`src/include/csu_pkg.sv`:
```
// constants, modes and register layout of the clock source control unit
// assumes a 32-bit APB host and source edges given as pclk-wide ticks
//
// Behaviour
// bus divider field divides the selected source by 1, 2, 4, 8; resets to 2
// range bit drives the oscillator high or low frequency range request
// gain bit selects high gain or low power oscillator operation
// low power bit disables the loop in bypassed modes unless debug is active
// source select bit requests crystal oscillator or a direct external clock
// external reference clock output runs only while its enable bit is one
// in stop the external reference survives only with stop enable set
// eight-bit coarse trim, binary weighted, larger value gives longer period
// fine trim is the lowest step of the internal reference period
// two-bit mode status follows the switched clock, not the write itself
// oscillator ready sets after init when crystal is used, clears on disable
// reset and select 00 with internal reference give loop engaged internal; the code also needs ref_freq_ok for select 00
// engaged modes clock from the loop, locked to 512 times, debug clock on
// select 00 with external reference in range gives loop engaged external
// select 01, internal, debug or low power off gives bypassed internal
// select 01, internal, no debug, low power on gives bypassed low power
// clock select picks loop, internal or external; fourth code acts as loop
// loop reference is internal when the select bit is one, else external
// reference divider divides the loop reference by 1 to 128; resets to 1
// mode status and ready flag are read only; fine trim stays writable
package csu_pkg;
  localparam logic [3:0] OFS_SRC = 4'h0;
  localparam logic [3:0] OFS_C2 = 4'h4;
  localparam logic [3:0] OFS_TRIM = 4'h8;
  localparam logic [3:0] OFS_SC = 4'hC;
  localparam int BUS_DIV_HI = 7;
  localparam int BUS_DIV_LO = 6;
  localparam int RANGE_B = 5;
  localparam int GAIN_B = 4;
  localparam int LOW_PWR_B = 3;
  localparam int SRC_SEL_B = 2;
  localparam int EXT_EN_B = 1;
  localparam int ERSTEN_B = 0;
  localparam int CLK_SEL_HI = 7;
  localparam int CLK_SEL_LO = 6;
  localparam int REF_DIV_HI = 5;
  localparam int REF_DIV_LO = 3;
  localparam int INT_REF_B = 2;
  localparam int STATUS_HI = 3;
  localparam int STATUS_LO = 2;
  localparam int OSCRDY_B = 1;
  localparam int FINE_B = 0;
  localparam logic [7:0] C2_RST = 8'h40;
  localparam logic [7:0] SRC_RST = 8'h04;
  localparam logic [7:0] TRIM_RST = 8'h80;
  localparam logic FINE_RST = 1'b0;
  localparam logic [2:0] SWITCH_TICKS = 3'h4;
  localparam logic [9:0] LOOP_MULT = 10'h200;
  localparam logic [1:0] SEL_LOOP = 2'h0;
  localparam logic [1:0] SEL_INT = 2'h1;
  localparam logic [1:0] SEL_EXT = 2'h2;
  typedef enum logic [5:0] {
    CSU_ENG_INT = 6'h01,
    CSU_ENG_EXT = 6'h02,
    CSU_BYP_INT = 6'h04,
    CSU_BYP_INT_LP = 6'h08,
    CSU_BYP_EXT = 6'h10,
    CSU_BYP_EXT_LP = 6'h20
  } csu_mode_e;
  // returns {valid, index}; word aligned, first 16 bytes only
  function automatic logic [2:0] csu_reg_index(input logic [31:0] a);
    csu_reg_index = {(a[31:4] == 28'h0) && (a[1:0] == 2'h0), a[3:2]};
  endfunction
endpackage

```
`src/include/csu_reg_if.sv`:
```
// register strobe carrier between bus slave and clock control core
// assumes one pclk domain on both ends
`timescale 1ns/1ps
`default_nettype none
interface csu_reg_if;
  logic wr_stb;
  logic [1:0] idx;
  logic [7:0] wdata;
  logic [7:0] rdata;
  modport apb (output wr_stb, output idx, output wdata, input rdata);
  modport core (input wr_stb, input idx, input wdata, output rdata);
endinterface
`default_nettype wire

```
`src/rtl/csu_apb.sv`:
```
// APB slave for the clock control registers, no wait states
// assumes the core returns read data for the index combinationally
`timescale 1ns/1ps
`default_nettype none
module csu_apb
  import csu_pkg::*;
(
  input wire logic pclk,
  input wire logic presetn,
  input wire logic [31:0] paddr,
  input wire logic psel,
  input wire logic penable,
  input wire logic pwrite,
  input wire logic [31:0] pwdata,
  input wire logic [3:0] pstrb,
  output logic [31:0] prdata,
  output logic pready,
  output logic pslverr,
  csu_reg_if.apb bus
);
  logic [2:0] dec;
  logic [31:0] prdata_r;

  assign dec = csu_reg_index(paddr);
  assign bus.idx = dec[1:0];
  assign bus.wdata = pwdata[7:0];
  // only the low lane holds register bits
  assign bus.wr_stb = psel & penable & pwrite & dec[2] & pstrb[0];
  assign pready = 1'b1;
  assign pslverr = psel & penable & ~dec[2];
  assign prdata = prdata_r;

  // data captured in setup so the access phase needs no wait
  always_ff @(posedge pclk or negedge presetn) begin
    if (!presetn) begin
      prdata_r <= 32'h0;
    end else if (psel & ~penable) begin
      prdata_r <= dec[2] ? {24'h0, bus.rdata} : 32'h0;
    end
  end
endmodule // csu_apb
`default_nettype wire

```
`src/rtl/csu_top.sv`:
```
// clock source control: registers, mode sequencer, dividers, osc controls
// assumes source edges arrive as one-cycle ticks synchronous to pclk
`timescale 1ns/1ps
`default_nettype none
module csu_top
  import csu_pkg::*;
(
  input wire logic pclk,
  input wire logic presetn,
  input wire logic [31:0] paddr,
  input wire logic psel,
  input wire logic penable,
  input wire logic pwrite,
  input wire logic [31:0] pwdata,
  input wire logic [3:0] pstrb,
  output logic [31:0] prdata,
  output logic pready,
  output logic pslverr,
  input wire logic int_ref_tick,
  input wire logic ext_ref_tick,
  input wire logic loop_tick,
  input wire logic background_debug_active,
  input wire logic stop_mode,
  input wire logic ref_freq_ok,
  input wire logic osc_init_done,
  output logic main_clock_out,
  output logic debug_clock_out,
  output logic ext_ref_clock_out,
  output logic ref_div_tick,
  output logic ext_ref_osc_en,
  output logic osc_range_high,
  output logic osc_high_gain,
  output logic ext_source_select,
  output logic loop_enable,
  output logic loop_ref_internal,
  output logic [9:0] loop_multiplier,
  output logic [8:0] int_ref_trim,
  output logic [1:0] mode_status
);
  csu_reg_if bus ();

  logic [7:0] src_r;
  logic [7:0] c2_r;
  logic [7:0] trim_r;
  logic fine_trim_r;
  logic osc_ready_r;
  csu_mode_e mode_r;
  csu_mode_e pend_r;
  csu_mode_e target;
  logic [2:0] sw_cnt_r;
  logic [2:0] bus_cnt_r;
  logic [6:0] ref_cnt_r;
  logic main_tick_r;
  logic dbg_tick_r;
  logic ext_tick_r;
  logic ref_tick_r;
  logic [1:0] status_nxt;
  logic [1:0] clock_select;
  logic [2:0] ref_divider;
  logic int_ref_select;
  logic [1:0] bus_divider;
  logic low_power_select;
  logic ext_ref_enable;
  logic ext_ref_stop_enable;
  logic ext_mode;
  logic bypass_mode;
  logic src_tick;
  logic pend_tick;
  logic ref_src_tick;
  logic [2:0] bus_ratio;
  logic [6:0] ref_ratio;
  logic wr_src;
  logic wr_c2;
  logic wr_trim;
  logic wr_sc;
  logic osc_clr;

  csu_apb u_apb (
    .pclk(pclk),
    .presetn(presetn),
    .paddr(paddr),
    .psel(psel),
    .penable(penable),
    .pwrite(pwrite),
    .pwdata(pwdata),
    .pstrb(pstrb),
    .prdata(prdata),
    .pready(pready),
    .pslverr(pslverr),
    .bus(bus)
  );

  // ------------------------------------------------------------
  // register file
  // ------------------------------------------------------------
  assign wr_src = bus.wr_stb & (bus.idx == OFS_SRC[3:2]);
  assign wr_c2 = bus.wr_stb & (bus.idx == OFS_C2[3:2]);
  assign wr_trim = bus.wr_stb & (bus.idx == OFS_TRIM[3:2]);
  assign wr_sc = bus.wr_stb & (bus.idx == OFS_SC[3:2]);

  always_ff @(posedge pclk or negedge presetn) begin
    if (!presetn) begin
      src_r <= SRC_RST;
    end else if (wr_src) begin
      src_r <= bus.wdata;
    end
  end

  always_ff @(posedge pclk or negedge presetn) begin
    if (!presetn) begin
      c2_r <= C2_RST;
    end else if (wr_c2) begin
      c2_r <= bus.wdata;
    end
  end

  // trim has a defined reset so the reference starts mid range
  always_ff @(posedge pclk or negedge presetn) begin
    if (!presetn) begin
      trim_r <= TRIM_RST;
      fine_trim_r <= FINE_RST;
    end else begin
      if (wr_trim) begin
        trim_r <= bus.wdata;
      end
      if (wr_sc) begin
        fine_trim_r <= bus.wdata[FINE_B];
      end
    end
  end

  always_comb begin
    bus.rdata = 8'h0;
    unique case (bus.idx)
      OFS_SRC[3:2]: bus.rdata = src_r;
      OFS_C2[3:2]: bus.rdata = c2_r;
      OFS_TRIM[3:2]: bus.rdata = trim_r;
      OFS_SC[3:2]: begin
        bus.rdata[STATUS_HI:STATUS_LO] = mode_status;
        bus.rdata[OSCRDY_B] = osc_ready_r;
        bus.rdata[FINE_B] = fine_trim_r;
      end
    endcase
  end

  assign clock_select = src_r[CLK_SEL_HI:CLK_SEL_LO];
  assign ref_divider = src_r[REF_DIV_HI:REF_DIV_LO];
  assign int_ref_select = src_r[INT_REF_B];
  assign bus_divider = c2_r[BUS_DIV_HI:BUS_DIV_LO];
  assign low_power_select = c2_r[LOW_PWR_B];
  assign ext_ref_enable = c2_r[EXT_EN_B];
  assign ext_ref_stop_enable = c2_r[ERSTEN_B];

  // ------------------------------------------------------------
  // oscillator controls and trim
  // ------------------------------------------------------------
  assign osc_range_high = c2_r[RANGE_B];
  assign osc_high_gain = c2_r[GAIN_B];
  assign ext_source_select = c2_r[SRC_SEL_B];
  assign int_ref_trim = {trim_r, fine_trim_r};
  assign loop_multiplier = LOOP_MULT;
  assign loop_ref_internal = int_ref_select;

  assign ext_mode = (mode_r == CSU_ENG_EXT) | (mode_r == CSU_BYP_EXT) |
                    (mode_r == CSU_BYP_EXT_LP);
  assign bypass_mode = (mode_r != CSU_ENG_INT) & (mode_r != CSU_ENG_EXT);

  // oscillator keeps running in stop only when asked to
  assign ext_ref_osc_en = stop_mode ?
      (ext_ref_stop_enable & (ext_ref_enable | ext_mode)) :
      (ext_ref_enable | ext_mode);

  // loop shuts off in low power bypass without debug
  assign loop_enable = ~stop_mode &
      ~(bypass_mode & low_power_select & ~background_debug_active);

  // set beats clear when both land in one cycle
  assign osc_clr = ~ext_ref_enable | ~ext_source_select;
  always_ff @(posedge pclk or negedge presetn) begin
    if (!presetn) begin
      osc_ready_r <= 1'b0;
    end else if (osc_init_done & ext_source_select &
                 (ext_ref_enable | ext_mode)) begin
      osc_ready_r <= 1'b1;
    end else if (osc_clr) begin
      osc_ready_r <= 1'b0;
    end
  end

  // ------------------------------------------------------------
  // mode sequencer
  // ------------------------------------------------------------
  // mismatched select pairs keep the present mode
  always_comb begin
    target = mode_r;
    unique case (clock_select)
      SEL_INT: begin
        if (int_ref_select) begin
          target = (background_debug_active | ~low_power_select) ?
                   CSU_BYP_INT : CSU_BYP_INT_LP;
        end
      end
      SEL_EXT: begin
        if (!int_ref_select) begin
          target = (background_debug_active | ~low_power_select) ?
                   CSU_BYP_EXT : CSU_BYP_EXT_LP;
        end
      end
      default: begin
        if (ref_freq_ok) begin
          target = int_ref_select ? CSU_ENG_INT : CSU_ENG_EXT;
        end
      end
    endcase
  end

  always_comb begin
    pend_tick = loop_tick;
    unique case (pend_r)
      CSU_ENG_INT, CSU_ENG_EXT: pend_tick = loop_tick;
      CSU_BYP_INT, CSU_BYP_INT_LP: pend_tick = int_ref_tick;
      CSU_BYP_EXT, CSU_BYP_EXT_LP: pend_tick = ext_ref_tick;
      default: pend_tick = loop_tick;
    endcase
  end

  // switch waits for a few edges of the new source; no edges, no switch
  always_ff @(posedge pclk or negedge presetn) begin
    if (!presetn) begin
      pend_r <= CSU_ENG_INT;
      sw_cnt_r <= 3'h0;
    end else if (target != pend_r) begin
      pend_r <= target;
      sw_cnt_r <= 3'h0;
    end else if ((pend_r != mode_r) & pend_tick) begin
      sw_cnt_r <= sw_cnt_r + 3'h1;
    end else if (pend_r == mode_r) begin
      sw_cnt_r <= 3'h0;
    end
  end

  // power-related flavour changes also wait for four edges of the unchanged source
  always_ff @(posedge pclk or negedge presetn) begin
    if (!presetn) begin
      mode_r <= CSU_ENG_INT;
    end else if ((target == pend_r) & (pend_r != mode_r) & pend_tick &
                 (sw_cnt_r == SWITCH_TICKS - 3'h1)) begin
      mode_r <= pend_r;
    end
  end

  always_comb begin
    status_nxt = SEL_LOOP;
    unique case (mode_r)
      CSU_ENG_INT, CSU_ENG_EXT: status_nxt = SEL_LOOP;
      CSU_BYP_INT, CSU_BYP_INT_LP: status_nxt = SEL_INT;
      CSU_BYP_EXT, CSU_BYP_EXT_LP: status_nxt = SEL_EXT;
      default: status_nxt = SEL_LOOP;
    endcase
  end
  assign mode_status = status_nxt;

  // ------------------------------------------------------------
  // bus divider and reference divider
  // ------------------------------------------------------------
  always_comb begin
    src_tick = loop_tick;
    unique case (status_nxt)
      SEL_INT: src_tick = int_ref_tick;
      SEL_EXT: src_tick = ext_ref_tick;
      default: src_tick = loop_tick;
    endcase
  end

  assign bus_ratio = 3'((4'h1 << bus_divider) - 4'h1);
  assign ref_ratio = 7'((8'h1 << ref_divider) - 8'h1);
  assign ref_src_tick = int_ref_select ? int_ref_tick : ext_ref_tick;

  // divider changes act at once; the count restarts if past the end
  always_ff @(posedge pclk or negedge presetn) begin
    if (!presetn) begin
      bus_cnt_r <= 3'h0;
      main_tick_r <= 1'b0;
    end else begin
      main_tick_r <= 1'b0;
      if (stop_mode) begin
        bus_cnt_r <= 3'h0;
      end else if (src_tick) begin
        if (bus_cnt_r >= bus_ratio) begin
          bus_cnt_r <= 3'h0;
          main_tick_r <= 1'b1;
        end else begin
          bus_cnt_r <= bus_cnt_r + 3'h1;
        end
      end
    end
  end

  always_ff @(posedge pclk or negedge presetn) begin
    if (!presetn) begin
      ref_cnt_r <= 7'h0;
      ref_tick_r <= 1'b0;
    end else begin
      ref_tick_r <= 1'b0;
      if (ref_src_tick) begin
        if (ref_cnt_r >= ref_ratio) begin
          ref_cnt_r <= 7'h0;
          ref_tick_r <= 1'b1;
        end else begin
          ref_cnt_r <= ref_cnt_r + 7'h1;
        end
      end
    end
  end

  // ------------------------------------------------------------
  // gated clock outputs
  // ------------------------------------------------------------
  always_ff @(posedge pclk or negedge presetn) begin
    if (!presetn) begin
      dbg_tick_r <= 1'b0;
      ext_tick_r <= 1'b0;
    end else begin
      dbg_tick_r <= loop_tick & loop_enable;
      ext_tick_r <= ext_ref_tick & ext_ref_enable &
                    (~stop_mode | ext_ref_stop_enable);
    end
  end

  assign main_clock_out = main_tick_r;
  assign debug_clock_out = dbg_tick_r;
  assign ext_ref_clock_out = ext_tick_r;
  assign ref_div_tick = ref_tick_r;
endmodule // csu_top
`default_nettype wire

```
`config.mk`:
```
export PLATFORM = sky130hd
export DESIGN_NAME = csu_top
export DESIGN_NICKNAME = d
export VERILOG_FILES = /design/src/include/csu_pkg.sv /design/src/include/csu_reg_if.sv /design/src/rtl/csu_apb.sv /design/src/rtl/csu_top.sv
export SDC_FILE = /design/constraint.sdc
export NUM_CORES = 1
export LEC_CHECK = 0
export ABC_AREA = 1
export BUFFER_PORTS_ARGS = -buffer_cell sky130_fd_sc_hd__buf_2
export CAP_MARGIN = 20
export CORE_UTILIZATION = 48
export DETAILED_ROUTE_END_ITERATION = 7
export PLACE_DENSITY = 0.86
export REMOVE_ABC_BUFFERS = 1
export SLEW_MARGIN = 10
export SYNTH_ARGS = -nofsm -noshare
export SYNTH_HDL_FRONTEND = slang
export SYNTH_SLANG_ARGS = --single-unit
```
`constraint.sdc`:
```
create_clock -name pclk -period 3 [get_ports pclk]
set_clock_uncertainty 0.15 [all_clocks]
set_input_delay 0.3 -clock pclk [delete_from_list [all_inputs] [get_ports pclk]]
set_output_delay 0.3 -clock pclk [all_outputs]
set_load 0.01 [all_outputs]
```
# Word level (Yosys, flattened, before mapping)
# Index checks and enable logic that the tools add are counted.
[totals]
in_bits = 80
ff_bits = 87
out_inout_bits = 65
[classes]
n_eq_ne = 23
n_addsub = 5
bitwise = 38
n_shift = 2
n_reduce_logical = 11
mux = 29
magnitude_cmp = 2
[op_table]
columns = ["cell", "n"]
rows = [
  ["$logic_not A28 Y1", 1],
  ["$and A1 B1 Y1", 24],
  ["$mux W6", 4],
  ["$mux W3", 6],
  ["$pmux W4 S4", 1],
  ["$eq A6 B3 Y1 const B", 2],
  ["$eq A6 B4 Y1 const B", 2],
  ["$eq A6 B5 Y1 const B", 2],
  ["$eq A6 B6 Y1", 2],
  ["$eq A6 B6 Y1 const B", 2],
  ["$ne A6 B6 Y1", 2],
  ["$pmux W4 S3", 1],
  ["$pmux W6 S2", 1],
  ["$mux W1", 9],
  ["$eq A2 B2 Y1 const B", 4],
  ["$mux W8", 1],
  ["$not A1 Y1", 8],
  ["$reduce_or A2 Y1", 4],
  ["$add A7 B1 Y7 const B", 1],
  ["$ge A7 B7 Y1", 1],
  ["$mux W7", 1],
  ["$shl A1 B3 Y7 const A", 1],
  ["$sub A7 B1 Y7 const B", 1],
  ["$add A3 B1 Y3 const B", 2],
  ["other kinds (17)", 27],
]

# Longest topological paths before layout
[logic_depth]
ltp_word = 9
ltp_mapped = 16

# Modules after synthesis
# A second synthesis with hierarchy kept.
[hier_totals]
hier_cells = 614
hier_area_um2 = 4370.4
[by_module_without_submodules]
columns = ["mod", "area_each_um2", "seq_area_each_um2", "instances", "cells_each"]
rows = [
  ["csu_top", 3517.1, 1382.6, 1, 478],
  ["csu_apb", 853.3, 200.2, 1, 136],
]

# Worst setup path before layout
# OpenSTA, ideal clock, no wires.
[synth_path]
kind = "reg2reg"
start = "register mode_r[2]"
end = "register bus_cnt_r[2]"
path_buffers = 0
arrival_ps = 2178
setup_slack_ps = 551
setup_time_ps = 121
stages_incl_launch_ff = 13
cell_sequence = "dfrtp_1 > nor2_1 > inv_1 > nor3_1 > inv_1 > ha_1 > a22o_1 > nand2_1 > o21ai_0 > inv_1 > nand2_1 > a21oi_1 > a21oi_1"
[synth_via]
elab_chain_cells = 6
elab_cells_between_ends = 11
cone_classes = "eq/ne: 6; mux: 2; reduce/logical: 3"
[synth_lines]
columns = ["item", "line", "source"]
rows = [
  ["start, declared", "csu_top.sv:47", "csu_mode_e mode_r;"],
  ["start signal, assigned", "csu_top.sv:248", "mode_r <= pend_r;"],
  ["$eq A6 B5 Y1, or another cell as far along", "csu_top.sv:254", "unique case (mode_r)"],
  ["$reduce_or A2 Y1", "csu_top.sv:254", ""],
  ["$pmux W2 S2 (*)", "csu_top.sv:254", ""],
  ["named net mode_status[1]", "csu_top.sv:38", "output logic [1:0] mode_status"],
  ["$eq A2 B2 Y1 / $eq A2 B1 Y1 (equally long branches)", "csu_top.sv:268", "unique case (status_nxt)"],
  ["$pmux W1 S2 (*)", "csu_top.sv:268", ""],
  ["$reduce_bool A2 Y1 (no source line) (*)", "-", ""],
  ["end signal, assigned", "csu_top.sv:293", "bus_cnt_r <= bus_cnt_r + 3'h1;"],
  ["end, declared", "csu_top.sv:51", "logic [2:0] bus_cnt_r;"],
]
# Mark *: on every way through the listed nets, which the timed path passes. The rest lies on a longest branch.
# A chain may end at the register's enable or synchronous reset.

# Final worst setup path
[layout_path]
start = "register src_r[5]"
end = "register ref_cnt_r[5]"
[layout_via]
elab_chain_cells = 4
[layout_lines]
columns = ["item", "line", "source"]
rows = [
  ["start, declared", "csu_top.sv:42", "logic [7:0] src_r;"],
  ["start signal, assigned", "csu_top.sv:105", "src_r <= bus.wdata;"],
  ["$shl A1 B3 Y7", "csu_top.sv:276", "assign ref_ratio = 7'((8'h1 << ref_divider) - 8'h1);"],
  ["$sub A7 B1 Y7", "csu_top.sv:276", ""],
  ["$ge A7 B7 Y1", "csu_top.sv:306", "if (ref_cnt_r >= ref_ratio) begin"],
  ["$mux W7", "csu_top.sv:306", ""],
  ["end signal, assigned", "csu_top.sv:310", "ref_cnt_r <= ref_cnt_r + 7'h1;"],
  ["end, declared", "csu_top.sv:52", "logic [6:0] ref_cnt_r;"],
]
# No other way between the ends.

==> results.ini <==
[die]
initial_core_util_pct = 50.5
dieArea_sq_um = 9150
dieWidth_um = 95.7
fp-row-count = 33
die_h_um = 95.7
io_pins = 145
fp.coreArea_sq_um = 8340

[setup_path]
start_kind = flip-flop
r2r_end = ref_cnt_r[5]$_DFFE_PN0P_
cp_max_fo = 7
path_class = reg2reg
critPathRequiredTime_ns = 3.08
worstPathCellList = inv_1 -> nand2_1 -> ha_1 -> o21ai_0 -> o21ai_0 -> o211ai_1 -> ha_1 -> nand3_1 -> o311ai_1 -> nand2_1 -> inv_1 -> nor2_1
crit_slowest_cell = dfrtp_1
end_kind = flip-flop
path_buf_inv = 2
cp.arrival_ns = 2.82
reg2regPathDepth = 12
r2r_setup_slack_ns = 0.27
cpPeakStageDelay_ns = 0.46
critPathTopFamily = compound AO/OA/AOI/OAI gates
worstReg2RegStart = src_r[5]$_DFFE_PN0P_

[logic_synthesis]
synthDistinctLibCells = 38
synth_edf_count = 0
yosysWarningCount = 0
synth_seq_cells = 63
synthFlopType = dfrtp_1
netlist_area_sq_um = 4210
ys_seq_area_share_pct = 37.6
syn_inst = 547
async_flop_share_pct = 100
syn_avg_cell_area_sq_um = 7.70

[drt]
ant_nets = 0
wl_per_cell_um = 13.5
first_iter_violations = 200
drt-total-wl_um = 10000
vias_per_cell = 5.25
route.detailed.drc = 0
via_count = 3888
dr.pass1.iters = 5

[sta]
timing.fmax_ghz = 0.366
rsz0062_at_grt = no
worst_pin_slew_ns = 0.812
hold_ws_ns = 0.0709
setup_viol = 0
period_share_pct = 91.0
hold_viol_final = 0
fin_crit_ns = 2.73
slew_headroom_pct = 45.9
setup_tns_ns = 0
slew_violations = 0

[clock_tree]
ctsRootBufferMaster = clkbuf_8
clock_latency_ns = 0.35
clkSlewWorstSetupHoldPaths_ns = 0.08
cts_tree = done
cts_buffer_depth = 2
cts_made_buffers = 9
htreeDepth = 3
cts.sinks = 63

[power_and_ir_drop]
vdd.ir_drop.worst_v = 0.000189
total_power_w = 0.00173
p_seq_share_pct = 49.4
powerDensity_nw_per_um2 = 364
p_leak_nw = 2.51
switchingPower_w = 0.000450
p_int_w = 0.00128
comb_power_share_pct = 8.4
p_sw_share_pct = 26.0
pwr-share-clk_pct = 42.2

[finish]
area_growth_pct = 13.1
drive_gt1_share_pct = 23.0
num_antenna_cells = 0
utilization_pct = 57.1
num-fill-cells = 749
nets = 731

[hold_path]
worstHoldPathCells = 3
hold_class = in2reg
min_from = osc_init_done
min_to = osc_ready_r$_DFFE_PN0P_

[placed_design]
place_congestion = 0.915
dp_hpwl_um = 7850
io_buffers = 82

[global_route]
first_global_vias = 3709
grt_usage_pct = 23.5
gr-total-overflow = 0
grt_max_degree = 38
antenna_found_initial = 0
grt_pass1_wl_um = 16500

[run]
maxCapViolCount = 0

[status]
status = finished, final reports clean

==> synth_stat cells, types with 3 or more instances <==
cell type,count,area (sq um)
nor3_1,4,20.0
a21oi_1,11,55.1
o21ai_1,7,35.0
nor4_1,7,43.8
nor2_2,7,43.8
nand2_1,147,552
dfrtp_1,58,1450
o21ai_0,32,160
nand3_1,35,175
nand3_2,3,30.0
buf_4,37,278
buf_2,6,30.0
o211ai_1,3,22.5
xor2_1,8,70.1
buf_6,4,45.0
dfstp_2,5,131
inv_2,3,11.3
nand4_1,20,125
nand2_2,13,81.3
nor2_1,27,101
o21ai_2,9,78.8
ha_1,20,250
inv_1,59,221
==> state kept, by name, summed over array words and instances, names as in the netlist <==
register / flops
c2_r: 8
debug_clock_out: 1
pend_r: 6
fine_trim_r: 1
src_r: 8
sw_cnt_r: 3
osc_ready_r: 1
bus_cnt_r: 3
trim_r: 8
u_apb.prdata: 8
mode_r: 6
main_clock_out: 1
ext_ref_clock_out: 1
ref_div_tick: 1
ref_cnt_r: 7
==> layer usage <==
metal	up-vias	part of all wire [%]	GRT usage [%]
met5	-	0	0
met4	0	3.1	11.6
met3	23	4.5	4.31
met2	128	50	41.2
met1	1846	42	27.4
li1	1891	-	-
==> cell type report <==
cell class                 instances  area, sq um  area share, %
multi-input combinational        405         2150           45.1
sequential                        63         1580           33.2
inverter                          65          249           5.23
timing repair buffer              87          453           9.51
clock buffer                       9          124           2.60
tap                              105          131           2.76
clock inverter                     7         72.6           1.52
==> stage by stage <==
step	setup slack (ns)	instance area (sq um)	instances
2_1_floorplan	0.551	3980	533
3_3_place_gp	0.345	4550	723
3_5_place_dp	0.164	4550	723
4_1_cts	0.148	4760	741
5_1_grt	0.0689	4760	741
6_report	0.270	4760	741
==> power by group through the flow <==
stage,combinational (W),clock (W),sequential (W)
3_3_place_gp,0.000139,0,0.000871
3_5_place_dp,0.000144,0,0.000871
5_1_grt,0.000165,0.000786,0.000855
6_report,0.000146,0.000731,0.000855
2_1_floorplan,0.0000679,0,0.000872
4_1_cts,0.000146,0.000745,0.000855
==> placed cells by master, fill, tap and decap left out, types with 2 or more instances in the layout <==
cell type and instances:
buf_2 82, o21ai_0 32, ha_1 20, inv_2 3
xor2_1 8, nand3_1 35, nor2_1 27, buf_4 3
dfrtp_1 58, nor3_1 4, nor2_2 7, clkinv_1 2
nand2_2 13, a221oi_1 2, a21oi_1 11, nand3b_1 2
inv_1 59, conb_1 35, dfstp_2 5, xnor2_1 2
clkbuf_8 9, inv_6 2, nand4_1 20, o221ai_1 2
a31oi_1 2, o21ai_1 7, o21ai_2 9, nand3_2 3
nor4_1 7, clkinv_2 2, dlygate4sd3_1 2, nand2_1 147
clkinvlp_4 2, o211ai_1 3
==> cells by family after synthesis <==
family                     count (synthesis)  synth area share, %
DFF                                       63                 37.6
other                                      2                0.178
and+or+nand+nor                          269                 29.8
buffers and inverters                    112                 14.3
xor gates and xnor gates                  10                 2.08
AOI/OAI and AO/OA                         71                 10.1
adders and majority gates                 20                 5.94
==> worst max-delay path by stage <==
stage                                     start                        to  slack, ns  cells after the start
after floorplan           mode_r[2]$_DFFE_PN0P_  bus_cnt_r[2]$_DFFE_PN0P_       0.55                     12
after global placement     src_r[5]$_DFFE_PN0P_  ref_cnt_r[2]$_DFFE_PN0P_       0.35                     12
after detailed placement   src_r[5]$_DFFE_PN0P_  ref_cnt_r[5]$_DFFE_PN0P_       0.16                     12
after CTS                  src_r[5]$_DFFE_PN0P_  ref_cnt_r[5]$_DFFE_PN0P_       0.15                     12
after global routing       src_r[5]$_DFFE_PN0P_  ref_cnt_r[5]$_DFFE_PN0P_       0.07                     12
final                      src_r[5]$_DFFE_PN0P_  ref_cnt_r[5]$_DFFE_PN0P_       0.27                     12
==> worst reg2reg max path, stage by stage (launching register included) <==
cell and delay (ns):
dfrtp_1 0.46, inv_1 0.17, nand2_1 0.13, ha_1 0.20, o21ai_0 0.16, o21ai_0 0.12, o211ai_1 0.12, ha_1 0.33
nand3_1 0.08, o311ai_1 0.37, nand2_1 0.10, inv_1 0.17, nor2_1 0.07
==> timing repair <==
| item | in CTS | in global routing |
|---|---|---|
| gates resized for setup | 0 | 1 |
| endpoints found under the setup margin | 0 | 5 |
| endpoints found under the hold margin | 32 | 0 |
| hold buffers | 2 | 0 |
| setup buffers | 0 | 0 |
No activity file was read; power rests on OpenSTA's default activity.
